===== config.mk =====
export PLATFORM = sky130hd
export DESIGN_NAME = flmac_top
export DESIGN_NICKNAME = d
export VERILOG_FILES = /design/src/flmac_pkg.sv /design/src/flmac_top.sv
export VERILOG_INCLUDE_DIRS = /design/src
export SDC_FILE = /design/constraint.sdc
export NUM_CORES = 1
export LEC_CHECK = 0
export ABC_AREA = 1
export BUFFER_PORTS_ARGS = -buffer_cell sky130_fd_sc_hd__buf_2
export CAP_MARGIN = 0
export CELL_PAD_IN_SITES_DETAIL_PLACEMENT = 2
export CELL_PAD_IN_SITES_GLOBAL_PLACEMENT = 2
export CORE_MARGIN = 8
export CORE_UTILIZATION = 33
export CTS_BUF_LIST = sky130_fd_sc_hd__clkbuf_16
export DETAILED_ROUTE_END_ITERATION = 16
export HOLD_SLACK_MARGIN = 0.1
export PLACE_DENSITY_LB_ADDON = 0.08
export SYNTH_ARGS = -nofsm -noshare
export SYNTH_HDL_FRONTEND = slang
export SYNTH_SLANG_ARGS = --single-unit

===== constraint.sdc =====
create_clock -name pclk -period 1.9 [get_ports pclk]
set_input_delay 0.095 -clock pclk [delete_from_list [all_inputs] [get_ports pclk]]
set_output_delay 0.095 -clock pclk [all_outputs]
set_load 0.005 [all_outputs]

===== src/flmac_params.svh =====
// Offsets, field positions, reset values and constants of the flash lock block
`ifndef FLMAC_PARAMS_SVH
`define FLMAC_PARAMS_SVH
`define FLMAC_OFF_MEMORY_CONFIG_REG     12'h000
`define FLMAC_OFF_CPU_SYSTEM_REG     12'h004
`define FLMAC_OFF_MODE       12'h008
`define FLMAC_OFF_STATUS     12'h00c
`define FLMAC_OFF_CMD        12'h010
`define FLMAC_OFF_LADDR      12'h014
`define FLMAC_OFF_SCRATCH    12'h018
`define FLMAC_OFF_LINE       12'h020
`define FLMAC_OFF_LINE_END   12'h03c
`define FLMAC_CMD_ERASE      0
`define FLMAC_CMD_PROG       1
`define FLMAC_CMD_SETLOCK    2
`define FLMAC_CMD_SECTOR     8
`define FLMAC_ST_CODE_LK     0
`define FLMAC_ST_CFG_LK      1
`define FLMAC_ST_PENDING     2
`define FLMAC_ST_DENIED      3
`define FLMAC_ST_DBG_REF     4
`define FLMAC_MEMORY_CONFIG_REG_RST     5'h00
`define FLMAC_PAGE_RST       2'h0
`define FLMAC_PAGE_COUNT     2'h3
`define FLMAC_LOCK_PATTERN   8'h69
`define FLMAC_LOCK_DISABLED  8'h00
`define FLMAC_LOCK_MAXDIST   4'h3
`define FLMAC_SHARED_BASE    8'h80
`define FLMAC_CPU_SYSTEM_REG_ADDR    8'hb0
`define FLMAC_SCRATCH_BASE   16'haff8
`define FLMAC_SCRATCH_CNT    16'h0003
`define FLMAC_LAST_LINE      3'h7
`endif


===== src/flmac_pkg.sv =====
// Types shared by the flash lock and memory access block
package flmac_pkg;
    typedef enum logic [1:0] {FLMAC_NORMAL, FLMAC_PROGRAM, FLMAC_DEBUG} flmac_mode_t;
    typedef enum logic [0:0] {FLMAC_CODE, FLMAC_CFG} flmac_sector_t;
    typedef enum logic [1:0] {FLMAC_READ, FLMAC_WRITE, FLMAC_ERASE} flmac_op_t;
    typedef enum logic [2:0] {FLMAC_RUN, FLMAC_IDLE, FLMAC_DEEP_IDLE, FLMAC_POWER_DOWN, FLMAC_TX_LOW} flmac_pwr_t;
    typedef struct packed {
        logic          valid;
        flmac_sector_t sector;
        flmac_op_t     op;
    } flmac_acc_t;
    typedef struct packed {
        logic       sfr;
        logic       ram;
        logic       cpu_system_reg;
        logic       blocked;
        logic [1:0] page;
    } flmac_dsel_t;
    typedef struct packed {
        logic          erase;
        logic          prog;
        logic          set_lock;
        flmac_sector_t sector;
        logic [2:0]    line;
    } flmac_fcmd_t;
endpackage : flmac_pkg


===== src/flmac_top.sv =====
// Flash lock evaluation, access control and memory decode with APB registers
//
// Function
// - Last byte of each flash sector is a lock byte guarding write and read
// - Lock byte holding 0x69 counts as enabled
// - Lock byte within Hamming distance three of 0x69 also counts as enabled
// - Config lock acts only when code lock is enabled; code lock wins
// - New lock byte values take effect only after the next reset
// - Debug mode entry refused while code lock is in effect
// - Both locks clear: read, write, erase allowed in normal and program mode
// - Code lock only, normal mode: code write denied, config fully open
// - Both locks, normal mode: writes denied, reads allowed, code erase allowed
// - Program mode: locked sectors deny read and write
// - Program mode accepts sector erase and 32-byte line program commands
// - Program-mode command sets config lock; none exists for the code lock
// - Runtime write of 0x69 to config last byte enables config lock
// - Five 32-byte retention blocks, each powered when its enable bit is set
// - Enabled retention blocks keep contents in all states while battery stays
// - Shared 0x80-0xff: direct goes to special registers, indirect to RAM
// - Three special register pages chosen by two bits visible on all pages
// - Upper 128 RAM bytes belong to the radio engine during transmission
// - RAM unpowered in power-down and deep idle; lower bank off in TX low power
// - Three scratch RAM bytes mapped into code space from 0xaff8
// - Retention registers kept; factory-loaded ones reloaded on every wake-up
`include "flmac_params.svh"

module flmac_top #(
    parameter int RET_BLOCKS = 5,
    parameter int LINE_WORDS = 8
) (
    // APB slave
    input  wire logic                 pclk,
    input  wire logic                 presetn,
    input  wire logic                 psel,
    input  wire logic                 penable,
    input  wire logic                 pwrite,
    input  wire logic [11:0]          paddr,
    input  wire logic [31:0]          pwdata,
    output logic                      pready,
    output logic                      pslverr,
    output logic [31:0]               prdata,
    // Lock bytes as read from flash
    input  wire logic [7:0]           code_sector_lock,
    input  wire logic [7:0]           config_sector_lock,
    // CPU flash access check
    input  wire flmac_pkg::flmac_acc_t cpu_acc,
    output logic                      cpu_acc_grant,
    // Flash command out
    output flmac_pkg::flmac_fcmd_t    flash_cmd,
    output logic [32*LINE_WORDS-1:0]  flash_line_data,
    // Data memory decode
    input  wire logic                 dmem_valid,
    input  wire logic [7:0]           dmem_addr,
    input  wire logic                 dmem_indirect,
    input  wire logic                 tx_active,
    output flmac_pkg::flmac_dsel_t    dmem_sel,
    // Power control
    input  wire flmac_pkg::flmac_pwr_t pwr_state,
    output logic                      ram_lower_pwr,
    output logic                      ram_upper_pwr,
    output logic [RET_BLOCKS-1:0]     ret_block_pwr,
    // Code space scratch bytes
    input  wire logic [15:0]          code_addr,
    output logic                      code_scratch_hit,
    output logic [7:0]                code_scratch_data,
    // Wake-up refresh
    input  wire logic                 wake_evt,
    output logic                      factory_reload
);

    ////////////////////////////////////////////////////////////////////////////
    // Lock byte evaluation

    function automatic logic lock_on(input logic [7:0] b);
        logic [7:0] d;
        logic [3:0] n;
        d = b ^ `FLMAC_LOCK_PATTERN;
        n = 4'h0;
        for (int i = 0; i < 8; i++)
        begin
            n = n + {3'h0, d[i]};
        end
        return n <= `FLMAC_LOCK_MAXDIST;
    endfunction : lock_on

    function automatic logic allowed(input flmac_pkg::flmac_mode_t m, input logic clk_lk,
                                     input logic cfg_lk, input flmac_pkg::flmac_acc_t a);
        logic lk;
        lk = (a.sector == flmac_pkg::FLMAC_CODE) ? clk_lk : cfg_lk;
        unique case (a.op)
            flmac_pkg::FLMAC_READ:  return (m == flmac_pkg::FLMAC_NORMAL) || !lk;
            flmac_pkg::FLMAC_WRITE: return !lk;
            flmac_pkg::FLMAC_ERASE: return (a.sector == flmac_pkg::FLMAC_CODE)
                                           || (m != flmac_pkg::FLMAC_NORMAL) || !lk;
            default:                return 1'b0;
        endcase
    endfunction : allowed

    logic sampled_q;
    logic code_lk_q;
    logic cfg_raw_q;
    logic cfg_lk;

    // Locked until sampled so nothing leaks in the first cycle
    always_ff @(posedge pclk or negedge presetn)
    begin
        if (!presetn)
        begin
            sampled_q <= 1'b0;
            code_lk_q <= 1'b1;
            cfg_raw_q <= 1'b1;
        end
        else if (!sampled_q)
        begin
            sampled_q <= 1'b1;
            code_lk_q <= lock_on(code_sector_lock);
            cfg_raw_q <= lock_on(config_sector_lock);
        end
    end

    assign cfg_lk = cfg_raw_q && code_lk_q;

    ////////////////////////////////////////////////////////////////////////////
    // APB decode

    logic        wr_en;
    logic        rd_en;
    logic        mapped;
    logic [11:0] off;

    assign off    = {paddr[11:2], 2'b00};
    assign mapped = (off <= `FLMAC_OFF_SCRATCH) || (off >= `FLMAC_OFF_LINE && off <= `FLMAC_OFF_LINE_END);
    assign wr_en  = psel && penable && pwrite && mapped;
    assign rd_en  = psel && !penable && !pwrite;
    assign pready = 1'b1;
    assign pslverr = psel && penable && !mapped;

    ////////////////////////////////////////////////////////////////////////////
    // Software registers

    logic [RET_BLOCKS-1:0]   ret_en_q;
    logic [1:0]              page_q;
    flmac_pkg::flmac_mode_t  mode_q;
    logic                    dbg_ref_q;
    logic                    denied_q;
    logic                    pending_q;
    logic [2:0]              laddr_q;
    logic [23:0]             scratch_q;
    logic [31:0]             line_q [LINE_WORDS];

    // Retention enables survive everything but the device reset itself
    always_ff @(posedge pclk or negedge presetn)
    begin
        if (!presetn)
            ret_en_q <= RET_BLOCKS'(`FLMAC_MEMORY_CONFIG_REG_RST);
        else if (wr_en && off == `FLMAC_OFF_MEMORY_CONFIG_REG)
            ret_en_q <= pwdata[RET_BLOCKS-1:0];
    end

    assign ret_block_pwr = ret_en_q;

    // Page code three does not exist and is ignored
    always_ff @(posedge pclk or negedge presetn)
    begin
        if (!presetn)
            page_q <= `FLMAC_PAGE_RST;
        else if (wr_en && off == `FLMAC_OFF_CPU_SYSTEM_REG && pwdata[1:0] < `FLMAC_PAGE_COUNT)
            page_q <= pwdata[1:0];
    end

    always_ff @(posedge pclk or negedge presetn)
    begin
        if (!presetn)
        begin
            mode_q    <= flmac_pkg::FLMAC_NORMAL;
            dbg_ref_q <= 1'b0;
        end
        else if (wr_en && off == `FLMAC_OFF_MODE)
        begin
            if (pwdata[1:0] == 2'h2 && code_lk_q)
                dbg_ref_q <= 1'b1;
            else if (pwdata[1:0] < 2'h3)
            begin
                mode_q    <= flmac_pkg::flmac_mode_t'(pwdata[1:0]);
                dbg_ref_q <= 1'b0;
            end
        end
    end

    always_ff @(posedge pclk or negedge presetn)
    begin
        if (!presetn)
        begin
            laddr_q   <= 3'h0;
            scratch_q <= 24'h000000;
        end
        else if (wr_en && off == `FLMAC_OFF_LADDR)
            laddr_q <= pwdata[2:0];
        else if (wr_en && off == `FLMAC_OFF_SCRATCH)
            scratch_q <= pwdata[23:0];
    end

    // Line buffer holds the 32-byte line to be programmed
    generate
        for (genvar w = 0; w < LINE_WORDS; w++)
        begin : g_line
            always_ff @(posedge pclk or negedge presetn)
            begin
                if (!presetn)
                    line_q[w] <= 32'h00000000;
                else if (wr_en && off == `FLMAC_OFF_LINE + 12'(4 * w))
                    line_q[w] <= pwdata;
            end
            assign flash_line_data[32*w +: 32] = line_q[w];
        end
    endgenerate

    ////////////////////////////////////////////////////////////////////////////
    // Flash commands

    flmac_pkg::flmac_acc_t  cmd_acc;
    logic                   cmd_wr;
    logic                   cmd_ok;
    logic                   cmd_any;
    logic                   lock_byte_set;

    assign cmd_wr  = wr_en && off == `FLMAC_OFF_CMD;
    assign cmd_any = pwdata[`FLMAC_CMD_ERASE] || pwdata[`FLMAC_CMD_PROG] || pwdata[`FLMAC_CMD_SETLOCK];
    assign cmd_acc.valid  = cmd_wr;
    assign cmd_acc.sector = flmac_pkg::flmac_sector_t'(pwdata[`FLMAC_CMD_SECTOR]);
    assign cmd_acc.op     = pwdata[`FLMAC_CMD_ERASE] ? flmac_pkg::FLMAC_ERASE : flmac_pkg::FLMAC_WRITE;
    assign lock_byte_set  = laddr_q == `FLMAC_LAST_LINE && line_q[LINE_WORDS-1][31:24] == `FLMAC_LOCK_PATTERN;

    // Program mode takes any; runtime only reaches the config sector
    always_comb
    begin
        if (pwdata[`FLMAC_CMD_SETLOCK])
            cmd_ok = mode_q == flmac_pkg::FLMAC_PROGRAM && !cfg_lk;
        else if (mode_q == flmac_pkg::FLMAC_PROGRAM)
            cmd_ok = allowed(mode_q, code_lk_q, cfg_lk, cmd_acc);
        else
            cmd_ok = cmd_acc.sector == flmac_pkg::FLMAC_CFG && allowed(mode_q, code_lk_q, cfg_lk, cmd_acc);
    end

    always_ff @(posedge pclk or negedge presetn)
    begin
        if (!presetn)
            flash_cmd <= '0;
        else
        begin
            flash_cmd.erase    <= cmd_wr && cmd_ok && pwdata[`FLMAC_CMD_ERASE];
            flash_cmd.prog     <= cmd_wr && cmd_ok && !pwdata[`FLMAC_CMD_ERASE] && pwdata[`FLMAC_CMD_PROG];
            flash_cmd.set_lock <= cmd_wr && cmd_ok && pwdata[`FLMAC_CMD_SETLOCK]
                                  && !pwdata[`FLMAC_CMD_ERASE] && !pwdata[`FLMAC_CMD_PROG];
            flash_cmd.sector   <= cmd_acc.sector;
            flash_cmd.line     <= laddr_q;
        end
    end

    // Sticky flags; hardware set beats software clear
    always_ff @(posedge pclk or negedge presetn)
    begin
        if (!presetn)
        begin
            denied_q  <= 1'b0;
            pending_q <= 1'b0;
        end
        else
        begin
            if (cmd_wr && cmd_any && !cmd_ok)
                denied_q <= 1'b1;
            else if (wr_en && off == `FLMAC_OFF_STATUS && pwdata[`FLMAC_ST_DENIED])
                denied_q <= 1'b0;
            if (cmd_wr && cmd_ok && pwdata[`FLMAC_CMD_SETLOCK])
                pending_q <= 1'b1;
            else if (cmd_wr && cmd_ok && pwdata[`FLMAC_CMD_PROG] && cmd_acc.sector == flmac_pkg::FLMAC_CFG
                     && lock_byte_set)
                pending_q <= 1'b1;
        end
    end

    ////////////////////////////////////////////////////////////////////////////
    // Read data

    always_ff @(posedge pclk or negedge presetn)
    begin
        if (!presetn)
            prdata <= 32'h00000000;
        else if (rd_en)
        begin
            prdata <= 32'h00000000;
            if (off == `FLMAC_OFF_MEMORY_CONFIG_REG)
                prdata[RET_BLOCKS-1:0] <= ret_en_q;
            else if (off == `FLMAC_OFF_CPU_SYSTEM_REG)
                prdata[1:0] <= page_q;
            else if (off == `FLMAC_OFF_MODE)
                prdata[1:0] <= mode_q;
            else if (off == `FLMAC_OFF_STATUS)
                prdata[4:0] <= {dbg_ref_q, denied_q, pending_q, cfg_lk, code_lk_q};
            else if (off == `FLMAC_OFF_LADDR)
                prdata[2:0] <= laddr_q;
            else if (off == `FLMAC_OFF_SCRATCH)
                prdata[23:0] <= scratch_q;
            else if (off >= `FLMAC_OFF_LINE && off <= `FLMAC_OFF_LINE_END)
                prdata <= line_q[off[4:2]];
        end
    end

    ////////////////////////////////////////////////////////////////////////////
    // CPU access, data memory and power

    assign cpu_acc_grant = cpu_acc.valid && sampled_q
                           && allowed(mode_q, code_lk_q, cfg_lk, cpu_acc);

    logic upper;
    assign upper = dmem_addr >= `FLMAC_SHARED_BASE;

    assign ram_upper_pwr = !(pwr_state == flmac_pkg::FLMAC_POWER_DOWN
                             || pwr_state == flmac_pkg::FLMAC_DEEP_IDLE);
    assign ram_lower_pwr = ram_upper_pwr && pwr_state != flmac_pkg::FLMAC_TX_LOW;

    always_comb
    begin
        dmem_sel.sfr     = dmem_valid && upper && !dmem_indirect;
        dmem_sel.blocked = dmem_valid && upper && dmem_indirect && tx_active;
        dmem_sel.ram     = dmem_valid && (!upper || dmem_indirect) && !dmem_sel.blocked
                           && (upper ? ram_upper_pwr : ram_lower_pwr);
        dmem_sel.cpu_system_reg  = dmem_sel.sfr && dmem_addr == `FLMAC_CPU_SYSTEM_REG_ADDR;
        dmem_sel.page    = page_q;
    end

    ////////////////////////////////////////////////////////////////////////////
    // Code space scratch and wake refresh

    logic [15:0] sidx;
    assign sidx = code_addr - `FLMAC_SCRATCH_BASE;
    assign code_scratch_hit = code_addr >= `FLMAC_SCRATCH_BASE && sidx < `FLMAC_SCRATCH_CNT;

    always_ff @(posedge pclk or negedge presetn)
    begin
        if (!presetn)
        begin
            code_scratch_data <= 8'h00;
            factory_reload    <= 1'b0;
        end
        else
        begin
            code_scratch_data <= code_scratch_hit ? scratch_q[8*sidx[1:0] +: 8] : 8'h00;
            factory_reload    <= wake_evt;
        end
    end

    ////////////////////////////////////////////////////////////////////////////
    // Checks

    chk_lock_sample: assert property (@(posedge pclk) disable iff (!presetn)
        $rose(sampled_q) |-> code_lk_q == lock_on($past(code_sector_lock)))
        else $error("code lock not evaluated at reset");
    chk_lock_hold: assert property (@(posedge pclk) disable iff (!presetn)
        sampled_q && $past(sampled_q) |-> $stable(code_lk_q) && $stable(cfg_raw_q))
        else $error("lock state changed without reset");
    chk_cfg_priority: assert property (@(posedge pclk) disable iff (!presetn)
        cfg_lk |-> code_lk_q)
        else $error("config lock effective without code lock");
    chk_debug_refused: assert property (@(posedge pclk) disable iff (!presetn)
        wr_en && off == `FLMAC_OFF_MODE && pwdata[1:0] == 2'h2 && code_lk_q
        |=> mode_q == $past(mode_q) && dbg_ref_q)
        else $error("debug entered while code locked");
    chk_code_write: assert property (@(posedge pclk) disable iff (!presetn)
        cpu_acc.valid && cpu_acc.op == flmac_pkg::FLMAC_WRITE && cpu_acc.sector == flmac_pkg::FLMAC_CODE
        && code_lk_q |-> !cpu_acc_grant)
        else $error("write to locked code sector granted");
    chk_cmd_denied: assert property (@(posedge pclk) disable iff (!presetn)
        cmd_wr && cmd_any && !cmd_ok |=> !flash_cmd.erase && !flash_cmd.prog && denied_q)
        else $error("denied command reached flash");
    chk_tx_ram: assert property (@(posedge pclk) disable iff (!presetn)
        tx_active && dmem_valid && dmem_indirect && upper |-> !dmem_sel.ram)
        else $error("upper RAM reached during transmission");
    chk_ram_power: assert property (@(posedge pclk) disable iff (!presetn)
        pwr_state == flmac_pkg::FLMAC_TX_LOW |-> !ram_lower_pwr && ram_upper_pwr)
        else $error("wrong RAM power in TX low power");
    chk_wake_reload: assert property (@(posedge pclk) disable iff (!presetn)
        wake_evt |=> factory_reload ##1 (factory_reload == $past(wake_evt)))
        else $error("reload pulse missing after wake");
    chk_scratch_map: assert property (@(posedge pclk) disable iff (!presetn)
        code_addr == `FLMAC_SCRATCH_BASE + 16'h0002 |=> code_scratch_data == scratch_q[23:16]
        || $changed(scratch_q))
        else $error("scratch byte mapping wrong");

endmodule : flmac_top


* Yosys cells after proc, flatten, opt, wreduce, memory -nomap -nowiden
Index checks and enable logic that the tools add are counted.
** Storage, ports and cells
- Bits in registers :: 346
- Bits in latches :: 0
- Memory bits (writable) :: 0
- Bits in read-only memories :: 0
- Logic and storage cells :: 220
- Memories :: 0
** Cells by class
- Add/subtract/negate cells :: 15
- $mul :: 0
- Divide/modulo/power cells :: 0
- $lt $le $gt $ge :: 10
- Equal/unequal tests :: 26
- Shifts and indexed selects :: 1
- Multiplexer cells :: 46
- Bitwise gates (word level) :: 7
- Reductions and logical operators :: 88
** Operator list (number)
- 32-bit 2-to-1 mux :: 10
- 24-bit 2-to-1 mux :: 7
- 32-bit binary-select mux with 3-bit select :: 1
- 10-bit by 4-bit == test with 1-bit output, second input constant :: 8
- 30-bit 2-to-1 mux :: 2
- 27-bit 2-to-1 mux :: 2
- 1-bit logical AND :: 53
- 4-bit by 1-bit adder with 4-bit output :: 8
- 10-bit by 3-bit == test with 1-bit output, second input constant :: 3
- 29-bit 2-to-1 mux :: 1
- 24-bit by 6-bit variable part select with 8-bit output :: 1
- 10-bit by 2-bit == test with 1-bit output, second input constant :: 2
- 16-bit greater-or-equal comparator, second input constant :: 1
- 16-bit by 2-bit < comparator with 1-bit output, second input constant :: 1
- 8-bit 2-to-1 mux :: 2
- 16-bit subtractor, second input constant :: 1
- 1-bit zero test :: 13
- 1-bit 2-to-1 mux :: 13
- 12-bit by 6-bit greater-or-equal comparator with 1-bit output, second input constant :: 1
- 12-bit by 5-bit less-or-equal comparator with 1-bit output, second input constant :: 1
- 12-bit by 6-bit less-or-equal comparator with 1-bit output, second input constant :: 1
- 12-bit zero test :: 1
- 1-bit logical OR :: 11
- 10-bit by 1-bit == test with 1-bit output, second input constant :: 1
- 25 further kinds :: 48

* Logic depth before layout (Yosys ltp)
Gate-level depths: netlist (run 1).
- Word-level depth :: 24
- Gate-level depth with buffers :: 14
- Mapped depth without buffers :: 12

* Worst setup path before layout (run 1)
OpenSTA, ideal clock, no wires.
- Kind :: input to register
- From :: input port code_sector_lock[1]
- To :: register code_lk_q
- Setup time :: 85 ps
- Arrival :: 1930 ps
- Required time :: 1815 ps
- Setup slack :: -114 ps
- Stages :: 7
- Path through :: fa_1 -> fa_1 -> fa_1 -> ha_1 -> nand3_1 -> nand3_1 -> o21ai_0
** Between the ends
- Word-level cells in the longest chain between the ends :: 8
** Ends and longest elaborated chain
- from (decl) :: line flmac_top.sv:43 : input wire logic [7:0] code_sector_lock,
- 1-bit by 1-bit adder with 2-bit output :: line flmac_top.sv:81 : n = n + {3'h0, d[i]};
- 2-bit by 1-bit adder with 3-bit output :: line flmac_top.sv:81
- 3-bit by 1-bit adder with 4-bit output :: line flmac_top.sv:81
- 4-bit by 1-bit adder with 4-bit output (4 in a row) :: line flmac_top.sv:81
- 4-bit by 2-bit less-or-equal comparator with 1-bit output (no source line)
- to (signal assigned) :: line flmac_top.sv:116 : code_lk_q <= lock_on(code_sector_lock);
- to (decl) :: line flmac_top.sv:100 : logic code_lk_q;
No other way between the ends.
A chain may end at the register's enable or synchronous reset.

* Worst setup path in the final report (run 1)
- From :: register mode_q[1]
- To :: output port cpu_acc_grant
** Between the ends
- Word-level cells in the longest chain between the ends :: 5
- Elaborated cells on any way between the ends :: 7
- Those cells by class :: mux (1); reduce/logical (6)
** Ends and longest elaborated chain
- from (decl) :: line flmac_top.sv:143 : flmac_pkg::flmac_mode_t mode_q;
- from (signal assigned) :: line flmac_top.sv:175 : mode_q <= flmac_pkg::FLMAC_NORMAL;
- from (signal assigned) :: line flmac_top.sv:184 : mode_q <= flmac_pkg::flmac_mode_t'(pwdata[1:0]);
- 2-bit nonzero test :: line flmac_top.sv:94 : || (m != flmac_pkg::FLMAC_NORMAL) || !lk;
- 1-bit logical OR (2 in a row) :: line flmac_top.sv:94
- 1-bit one-hot mux with 3 select lines * :: line flmac_top.sv:90 : unique case (a.op)
- 1-bit logical AND * :: line flmac_top.sv:313 : && allowed(mode_q, code_lk_q, cfg_lk, cpu_acc);
- to (decl) :: line flmac_top.sv:47 : output logic cpu_acc_grant,
Mark *: on every way between the ends. The rest lies on a longest branch, timed or not.

==> results of run 1 <==
## worst min path at each step
stage                     startpoint              endpoint  depth (start not counted)
2_1_floorplan                presetn  code_scratch_data[0]                          0
3_3_place_gp                 presetn   flash_line_data[49]                          1
3_5_place_dp                 presetn   flash_line_data[49]                          1
4_1_cts        config_sector_lock[0]             cfg_raw_q                          6
5_1_grt          code_sector_lock[6]             code_lk_q                          6
6_report         code_sector_lock[6]             code_lk_q                          6
## flip-flops by register name, indices dropped and copies added (netlist names), 2 cells and up
name and count:
flash_line_data 256, prdata 32, scratch_q 24, code_scratch_data 8, flash_cmd 7, ret_block_pwr 5
laddr_q 3, mode_q 2, page_q 2
## worst max-delay path: stages, from the launching register on
cell	delay, ps
dfrtp_1	430
nor2_2	180
o21bai_1	80
a221oi_1	280
buf_2	180
## final cells by class
type,count,share of cell area
Tap cell,622,0.0366
Antenna cell,2,0.000236
Clock buffer,45,0.0530
Timing Repair Buffer,550,0.166
Multi-Input combinational cell,1300,0.303
Clock inverter,33,0.0122
Inverter,120,0.0215
Sequential cell,346,0.408
## where the power goes
group	switching [mW]	total [mW]	leakage, nW	internal (mW)
Clock	3.27	8.19	0.733	4.92
Combinational	0.977	1.48	5.63	0.504
Sequential	0.0237	7.43	4.78	7.41
## layer usage
metal	share of wire	up-vias
li1	-	7188
met1	0.44	8171
met2	0.48	382
met3	0.051	119
met4	0.033	0
met5	0	-
## cell usage in the layout, fill, tap and decap left out, types with 8 or more instances in the layout
master	instances
clkbuf_16	45
nand2_2	8
nand2_1	484
nand3_4	8
o21ai_2	34
a21oi_1	32
buf_2	416
nand4_1	11
o21ai_1	238
o221ai_1	13
or2_2	24
clkinv_1	11
nand3_1	51
buf_4	61
inv_1	125
mux2i_1	8
dlygate4sd3_1	47
o22ai_1	41
nor3_1	9
o21ai_0	74
buf_12	24
nor2_1	189
dfrtp_1	344
## through the flow
| stage | setup TNS [ps] | total power [mW] | utilization | hold WS (ps) |
|---|---|---|---|---|
| after floorplan | -23.9 | 8.19 | - | -201 |
| after global placement | -364 | 8.90 | 0.398 | 3.82 |
| after detailed placement | -991 | 8.95 | 0.398 | 7.20 |
| after CTS | 0 | 17.3 | 0.437 | 101 |
| after global routing | 0 | 17.7 | 0.438 | 168 |
| final | 0 | 17.1 | 0.438 | 137 |
## cells by family after synthesis
group / count (synthesis) / share of synthesized area
AOI/OAI and AO/OA: 464 / 0.164
xor gates and xnor gates: 4 / 0.00217
adders and majority gates: 11 / 0.0113
buffers and inverters: 222 / 0.0654
DFF: 346 / 0.538
muxes: 8 / 0.00497
other: 1 / 0.000233
and+or+nand+nor: 811 / 0.214
## what timing repair did
action                                 in CTS  in global routing
buffers inserted                            0                  3
endpoints found under the hold margin     613                  0
resized for setup                           0                  5
setup endpoints to repair                   0                  3
hold buffers                               49                  0
==> results.yml, run 1 <==
run_status:
  status: "completed"
floorplanning:
  start_util: 0.332
  io_pins: 421
  design.die.area_um2: 56200
  chipHeight_um: 237
  core-area_um2: 48500
  row_count: 81
  die_w_um: 237
finish:
  instances_no_fill: 3018
  register_area_um2: 8660
  num-fill-cells: 5436
  drive_gt1_frac: 0.276
  area_delta_synth_final_pct: 31.9
  fin_area_um2: 21300
  nets: 2471
  multi_input_area_um2: 6440
route:
  drc_errors: 0
  firstDrtPassIters: 5
  drt_iter0_drc: 811
  postRouteAntennaNets: 0
  routedWlPerCell_um: 25.4
  num_vias: 15860
  routed_wl_um: 76600
  via_per_inst: 5.26
sta:
  setup_slack_ps: 95.7
  setup_viol: 0
  period_needed_ps: 1800
  finClkSkew_ps: 12.3
  fin_crit_sh: 0.950
  worst_slew_pin_slew_ps: 586
  finalHoldViolCount: 0
  rsz0062_at_grt: "no"
  slew_viol_final: 0
  fmax_mhz: 554
  slew_headroom: 0.609
global_routing:
  grtUsageMet1: 0.343
  met3_usage: 0.0541
  grt_pass1_vias: 17673
  grt_usage: 0.268
  use_met2: 0.448
  antenna_found_initial: 2
  busiest_layer: "met2"
  grt_overflow: 0
  grt_pass1_wl_um: 116000
  grt_max_degree: 73
worst_setup_path:
  critical_path_class: "flop to primary output"
  r2r-end: "pending_q"
  cp_max_fo: 5
  required_ps: 1800
  crit_path_start: "mode_q[1]"
  reg2reg_depth: 7
  r2r_start: "code_lk_q"
  r2r_slack_ps: 260
  crit_end: "cpu_acc_grant"
  cp-end-kind: "primary output"
  critical_path_arrival_ps: 1710
  crit_path_start_kind: "flop"
flow_run:
  drv_cap: 0
clock_tree:
  path_clk_slew_ps: 60
  clockRootBuffer: "clkbuf_16"
  cts_buffers: 42
  cts_tree: "done"
  h-tree-depth: 2
  ctsLongestPathBuffers: 3
  cts_sinks: 346
  clock_latency_ps: 570
yosys:
  synthCells: 1867
  post-synth-top-count-cell: "nand2_1"
  synth-edff-count: 0
  syn_area_um2: 16100
  yosysUniqueCellTypes: 54
  synth_commonest_cells: "nand2_1 (487), dfrtp_1 (344), o21ai_1 (237), nor2_1 (192), inv_1 (111)"
  yosysTopAreaCellShare: 0.534
  async_flop_share: 1.00
  yosysTopAreaCell: "dfrtp_1"
  synth_area_leaders: "dfrtp_1 (53%), nand2_1 (11%), o21ai_1 (7.4%)"
  synth_seq_cells: 346
  avgSynthCellArea_um2: 8.63
  synth-warning-count: 0
  ys_seq_area_frac: 0.538
  synthFlopType: "dfrtp_1"
power_and_ir_drop:
  cellLeakagePower_nw: 11.1
  ir_worst_vdd_v: 0.000510
  power_density_nw_per_um2: 805
place:
  place.gp.congestion: 0.869
  hpwl_um: 54900
  placed_area_um2: 19300
  place_ws_ps: -231
  place_inst: 2887
  port-buffer-count: 417
min_path:
  hp-class: "input pin to flop"
Note: power is estimated with default switching activity, not from simulation.
==> run 2: changes to the inputs <==
Settings changed: PLACE_DENSITY_LB_ADDON 0.08 to 0.3.
==> results.yml, run 2 (synthesized netlist as in run 1, its figures left out) <==
sta:
  fin_crit_sh: 0.956
  rsz0062_at_grt: "no"
  period_needed_ps: 1820
  setup_viol: 0
  worst_slew_pin_slew_ps: 597
  finalHoldViolCount: 0
  fmax_mhz: 550
  finClkSkew_ps: 19.1
  slew_viol_final: 0
  slew_headroom: 0.601
place:
  port-buffer-count: 417
  hpwl_um: 55600
  placed_area_um2: 19300
  place.gp.congestion: 0.884
clock_tree:
  cts_setup_buffers: 0
  path_clk_slew_ps: 60
  h-tree-depth: 2
  clockRootBuffer: "clkbuf_16"
  cts_tree: "done"
  ctsLongestPathBuffers: 3
  clock_latency_ps: 570
  cts_buffers: 43
  cts_sinks: 346
finish:
  most-common-layout-cells: "nand2_1 (483), buf_2 (416), dfrtp_1 (342), o21ai_1 (238), nor2_1 (187)"
  final_common_cell: "nand2_1"
  largest_register_ffs: 256
  area_delta_synth_final_pct: 32.5
  num-fill-cells: 5322
  drive_gt1_frac: 0.282
  fin_util: 0.440
  fin_area_um2: 21300
  insertedDiodeCount: 0
  nets: 2461
worst_setup_path:
  critical_path_arrival_ps: 1720
  required_ps: 1800
  crit_path_start: "mode_q[0]"
  cp-end-kind: "primary output"
  r2r_start: "code_lk_q"
  r2r-end: "pending_q"
  reg2reg_depth: 7
  critical_path_class: "flop to primary output"
  crit_end: "cpu_acc_grant"
  crit_path_start_kind: "flop"
  cp_max_fo: 5
  r2r_slack_ps: 180
global_routing:
  grt_pass1_wl_um: 117000
  grt_overflow: 0
  grt_usage: 0.272
  grt_pass1_vias: 18296
  grt_max_degree: 65
  antenna_found_initial: 0
floorplanning:
  row_count: 81
  die_w_um: 237
  io_pins: 421
  design.die.area_um2: 56200
  chipHeight_um: 237
  core-area_um2: 48500
  start_util: 0.332
flow_run:
  drv_cap: 0
route:
  postRouteAntennaNets: 0
  num_vias: 16204
  routed_wl_um: 78200
  drc_errors: 0
  routedWlPerCell_um: 26.0
  drt_iter0_drc: 703
  via_per_inst: 5.39
  firstDrtPassIters: 5
min_path:
  hp-class: "input pin to flop"
run_status:
  status: "completed"
power_and_ir_drop:
  cellLeakagePower_nw: 11.1
  power_mw: 17.8
  power_density_nw_per_um2: 835
  ir_worst_vdd_v: 0.000578
run 2: cell types whose count changed in the layout (fill, tap and decap cells not counted), moves of 3 or more:
cell / previous run / this run
buf_4: 61 / 50
inv_1: 125 / 112
bufinv_16: 5 / 9
clkinv_2: 4 / 8
clkinvlp_4: 0 / 3
run 2: power by group:
group	switching [mW]	internal, mW	total (mW)	leakage [nW]
combinational	1.00	0.518	1.52	5.59
sequential	0.0250	7.41	7.43	4.78
clock	3.38	5.49	8.86	0.750
run 2: worst min-delay path by stage:
stage | cells after the start | endpoint | from | slack (ps)
6_report | 6 | cfg_raw_q | config_sector_lock[6] | 130
5_1_grt | 2 | factory_reload | wake_evt | 160
4_1_cts | 6 | code_lk_q | code_sector_lock[0] | 110
3_5_place_dp | 1 | prdata[20] | presetn | 60
3_3_place_gp | 1 | prdata[20] | presetn | 50
2_1_floorplan | 0 | code_scratch_data[0] | presetn | -200
run 2: what timing repair did:
| item | CTS | global route |
|---|---|---|
| resized for setup | 4 | 12 |
| setup endpoints to repair | 1 | 22 |
| pin swaps | 0 | 1 |
| hold buffers | 47 | 0 |
| hold endpoints to repair | 620 | 0 |
run 2: area by class of cell:
cell class,count,area [µm²],area share
multi-input cells,1300,6480,0.304
repair buffers,539,3460,0.162
clock buffers,45,1130,0.0528
well taps,622,778,0.0365
flip-flops and latches,346,8660,0.406
inverters,120,464,0.0218
clock inverters,32,374,0.0175
run 2: stage by stage:
step | cells | setup WS, ps | hold WS, ps | setup TNS [ps]
floorplan | 1868 | -12.9 | -201 | -23.9
global placement | 2880 | -187 | 55.0 | -1840
detailed placement | 2880 | -277 | 59.0 | -15390
CTS | 3004 | 19.8 | 109 | 0
global route | 3004 | 8.55 | 163 | 0
finish | 3004 | 83.0 | 134 | 0
run 2: metal layers:
metal	global-route usage	vias up	wire length [µm]	part of all wire
li1	-	7158	-	-
met3	0.0621	131	4520	0.058
met1	0.339	8439	33200	0.42
met4	0.0947	0	2660	0.034
met5	0	-	0	0
met2	0.458	476	37800	0.48
run 2: worst max-delay path: stages, from the launching register on:
cell and delay, ps:
dfrtp_2 450, nor2_2 170, o21bai_1 100, a221oi_2 280
buf_2 160
==> run 3: changes to the inputs <==
Settings changed: CORE_MARGIN 8 to 4.
==> results.yml, run 3 (synthesized netlist as in run 1, its figures left out) <==
floorplanning:
  row_count: 80
  die_w_um: 229
  core-area_um2: 48000
  design.die.area_um2: 52400
  start_util: 0.335
  io_pins: 421
  chipHeight_um: 229
sta:
  finalHoldViolCount: 0
  fmax_mhz: 546
  worst_slew_pin_slew_ps: 605
  rsz0062_at_grt: "no"
  slew_viol_final: 0
  slew_headroom: 0.596
  whs_ps: 140
  setup_viol: 0
  fin_crit_sh: 0.963
  period_needed_ps: 1830
  finClkSkew_ps: 19.4
worst_setup_path:
  cp-end-kind: "primary output"
  critical_path_class: "flop to primary output"
  r2r-end: "prdata[1]"
  r2r_slack_ps: 250
  critical_path_arrival_ps: 1730
  reg2reg_depth: 12
  r2r_start: "flash_line_data[65]"
  required_ps: 1800
  crit_path_start_kind: "flop"
  cp_max_fo: 5
power_and_ir_drop:
  cellLeakagePower_nw: 11.2
  ir_worst_vdd_v: 0.000544
  power_mw: 17.0
  power_density_nw_per_um2: 797
global_routing:
  met3_usage: 0.0619
  grt_max_degree: 70
  grt_pass1_vias: 18007
  grt_usage: 0.288
  grt_overflow: 0
  use_met2: 0.487
  grt_pass1_wl_um: 117000
  antenna_found_initial: 0
  grtUsageMet1: 0.366
  busiest_layer: "met2"
finish:
  drive_gt1_frac: 0.278
  fin_area_um2: 21300
  insertedDiodeCount: 0
  largest_register_ffs: 256
  num-fill-cells: 5346
  fin_util: 0.444
  nets: 2471
  final_common_cell: "nand2_1"
  area_delta_synth_final_pct: 32.4
  most-common-layout-cells: "nand2_1 (483), buf_2 (416), dfrtp_1 (342), o21ai_1 (238), nor2_1 (189)"
  instances_no_fill: 3007
route:
  drc_errors: 0
  drt_iter0_drc: 985
  routed_wl_um: 77100
  routedWlPerCell_um: 25.6
  num_vias: 16101
  postRouteAntennaNets: 0
  firstDrtPassIters: 5
  via_per_inst: 5.35
clock_tree:
  cts_tree: "done"
  ctsLongestPathBuffers: 3
  h-tree-depth: 2
  cts_setup_buffers: 0
  clockRootBuffer: "clkbuf_16"
  cts_sinks: 346
  path_clk_slew_ps: 60
  cts_buffers: 42
  clock_latency_ps: 570
flow_run:
  drv_cap: 0
place:
  hpwl_um: 54300
  place_inst: 2881
  placed_area_um2: 19500
  port-buffer-count: 417
  place.gp.congestion: 0.865
run_status:
  status: "completed"
min_path:
  holdPathEnd: "cfg_raw_q"
  hold_depth: 6
  min_from: "config_sector_lock[6]"
  hp-class: "input pin to flop"
[run 3: cell types whose count changed in the layout (fill, tap and decap cells not counted), sizes merged]
cell,delta
buf,+8
bufinv,-4
clkbuf,-2
clkinv,-4
clkinvlp,-1
dlygate4sd3,+2
dlymetal6s4s,+1
inv,+10
[run 3: critical path, cell delays in order (launching register included)]
cell      delay, ps
dfrtp_2         450
nor2_2          160
o21bai_1         80
a221oi_1        300
buf_2           180
[run 3: metrics by stage]
step | setup WS (ps) | setup TNS, ps
after detailed placement | -314 | -1110
after CTS | 14.8 | 0
after global routing | 9.90 | 0
after floorplan | -12.9 | -23.9
final | 70.1 | 0
after global placement | -210 | -458
[run 3: timing repair]
item,4_1_cts,5_1_grt
gates resized for setup,1,9
setup endpoints to repair,1,20
gates cloned,0,0
hold endpoints to repair,635,0
hold buffers,50,0
[run 3: layout make-up]
type	count	area, µm²	share of cell area
clock buffer	43	1080	0.0504
tap	615	769	0.0361
multi-input combinational	1300	6450	0.302
timing repair buffer	550	3650	0.171
sequential	346	8660	0.406
inverter	120	460	0.0216
clock inverter	33	270	0.0127
[run 3: worst max-delay path by stage]
stage / slack, ps / cells past startpoint / from / endpoint
global route: 10 / 13 / paddr[5] / prdata[20]
finish: 70 / 4 / mode_q[1] / cpu_acc_grant
global placement: -210 / 8 / config_sector_lock[1] / cfg_raw_q
CTS: 10 / 4 / mode_q[1] / cpu_acc_grant
floorplan: -10 / 7 / code_sector_lock[7] / code_lk_q
detailed placement: -310 / 8 / config_sector_lock[1] / cfg_raw_q
[run 3: report_power, final]
group	switching, mW	internal, mW	leakage (nW)	total [mW]
clock	3.32	4.76	0.703	8.08
sequential	0.0247	7.41	4.78	7.43
combinational	0.980	0.517	5.69	1.50
total	4.33	12.7	11.2	17.0
[run 3: per-layer routing]
layer,vias up,share of wire,routed length (µm)
met3,125,0.057,4360
met2,437,0.49,37500
met1,8371,0.43,32800
met5,-,0,0
met4,0,0.032,2440
li1,7168,-,-
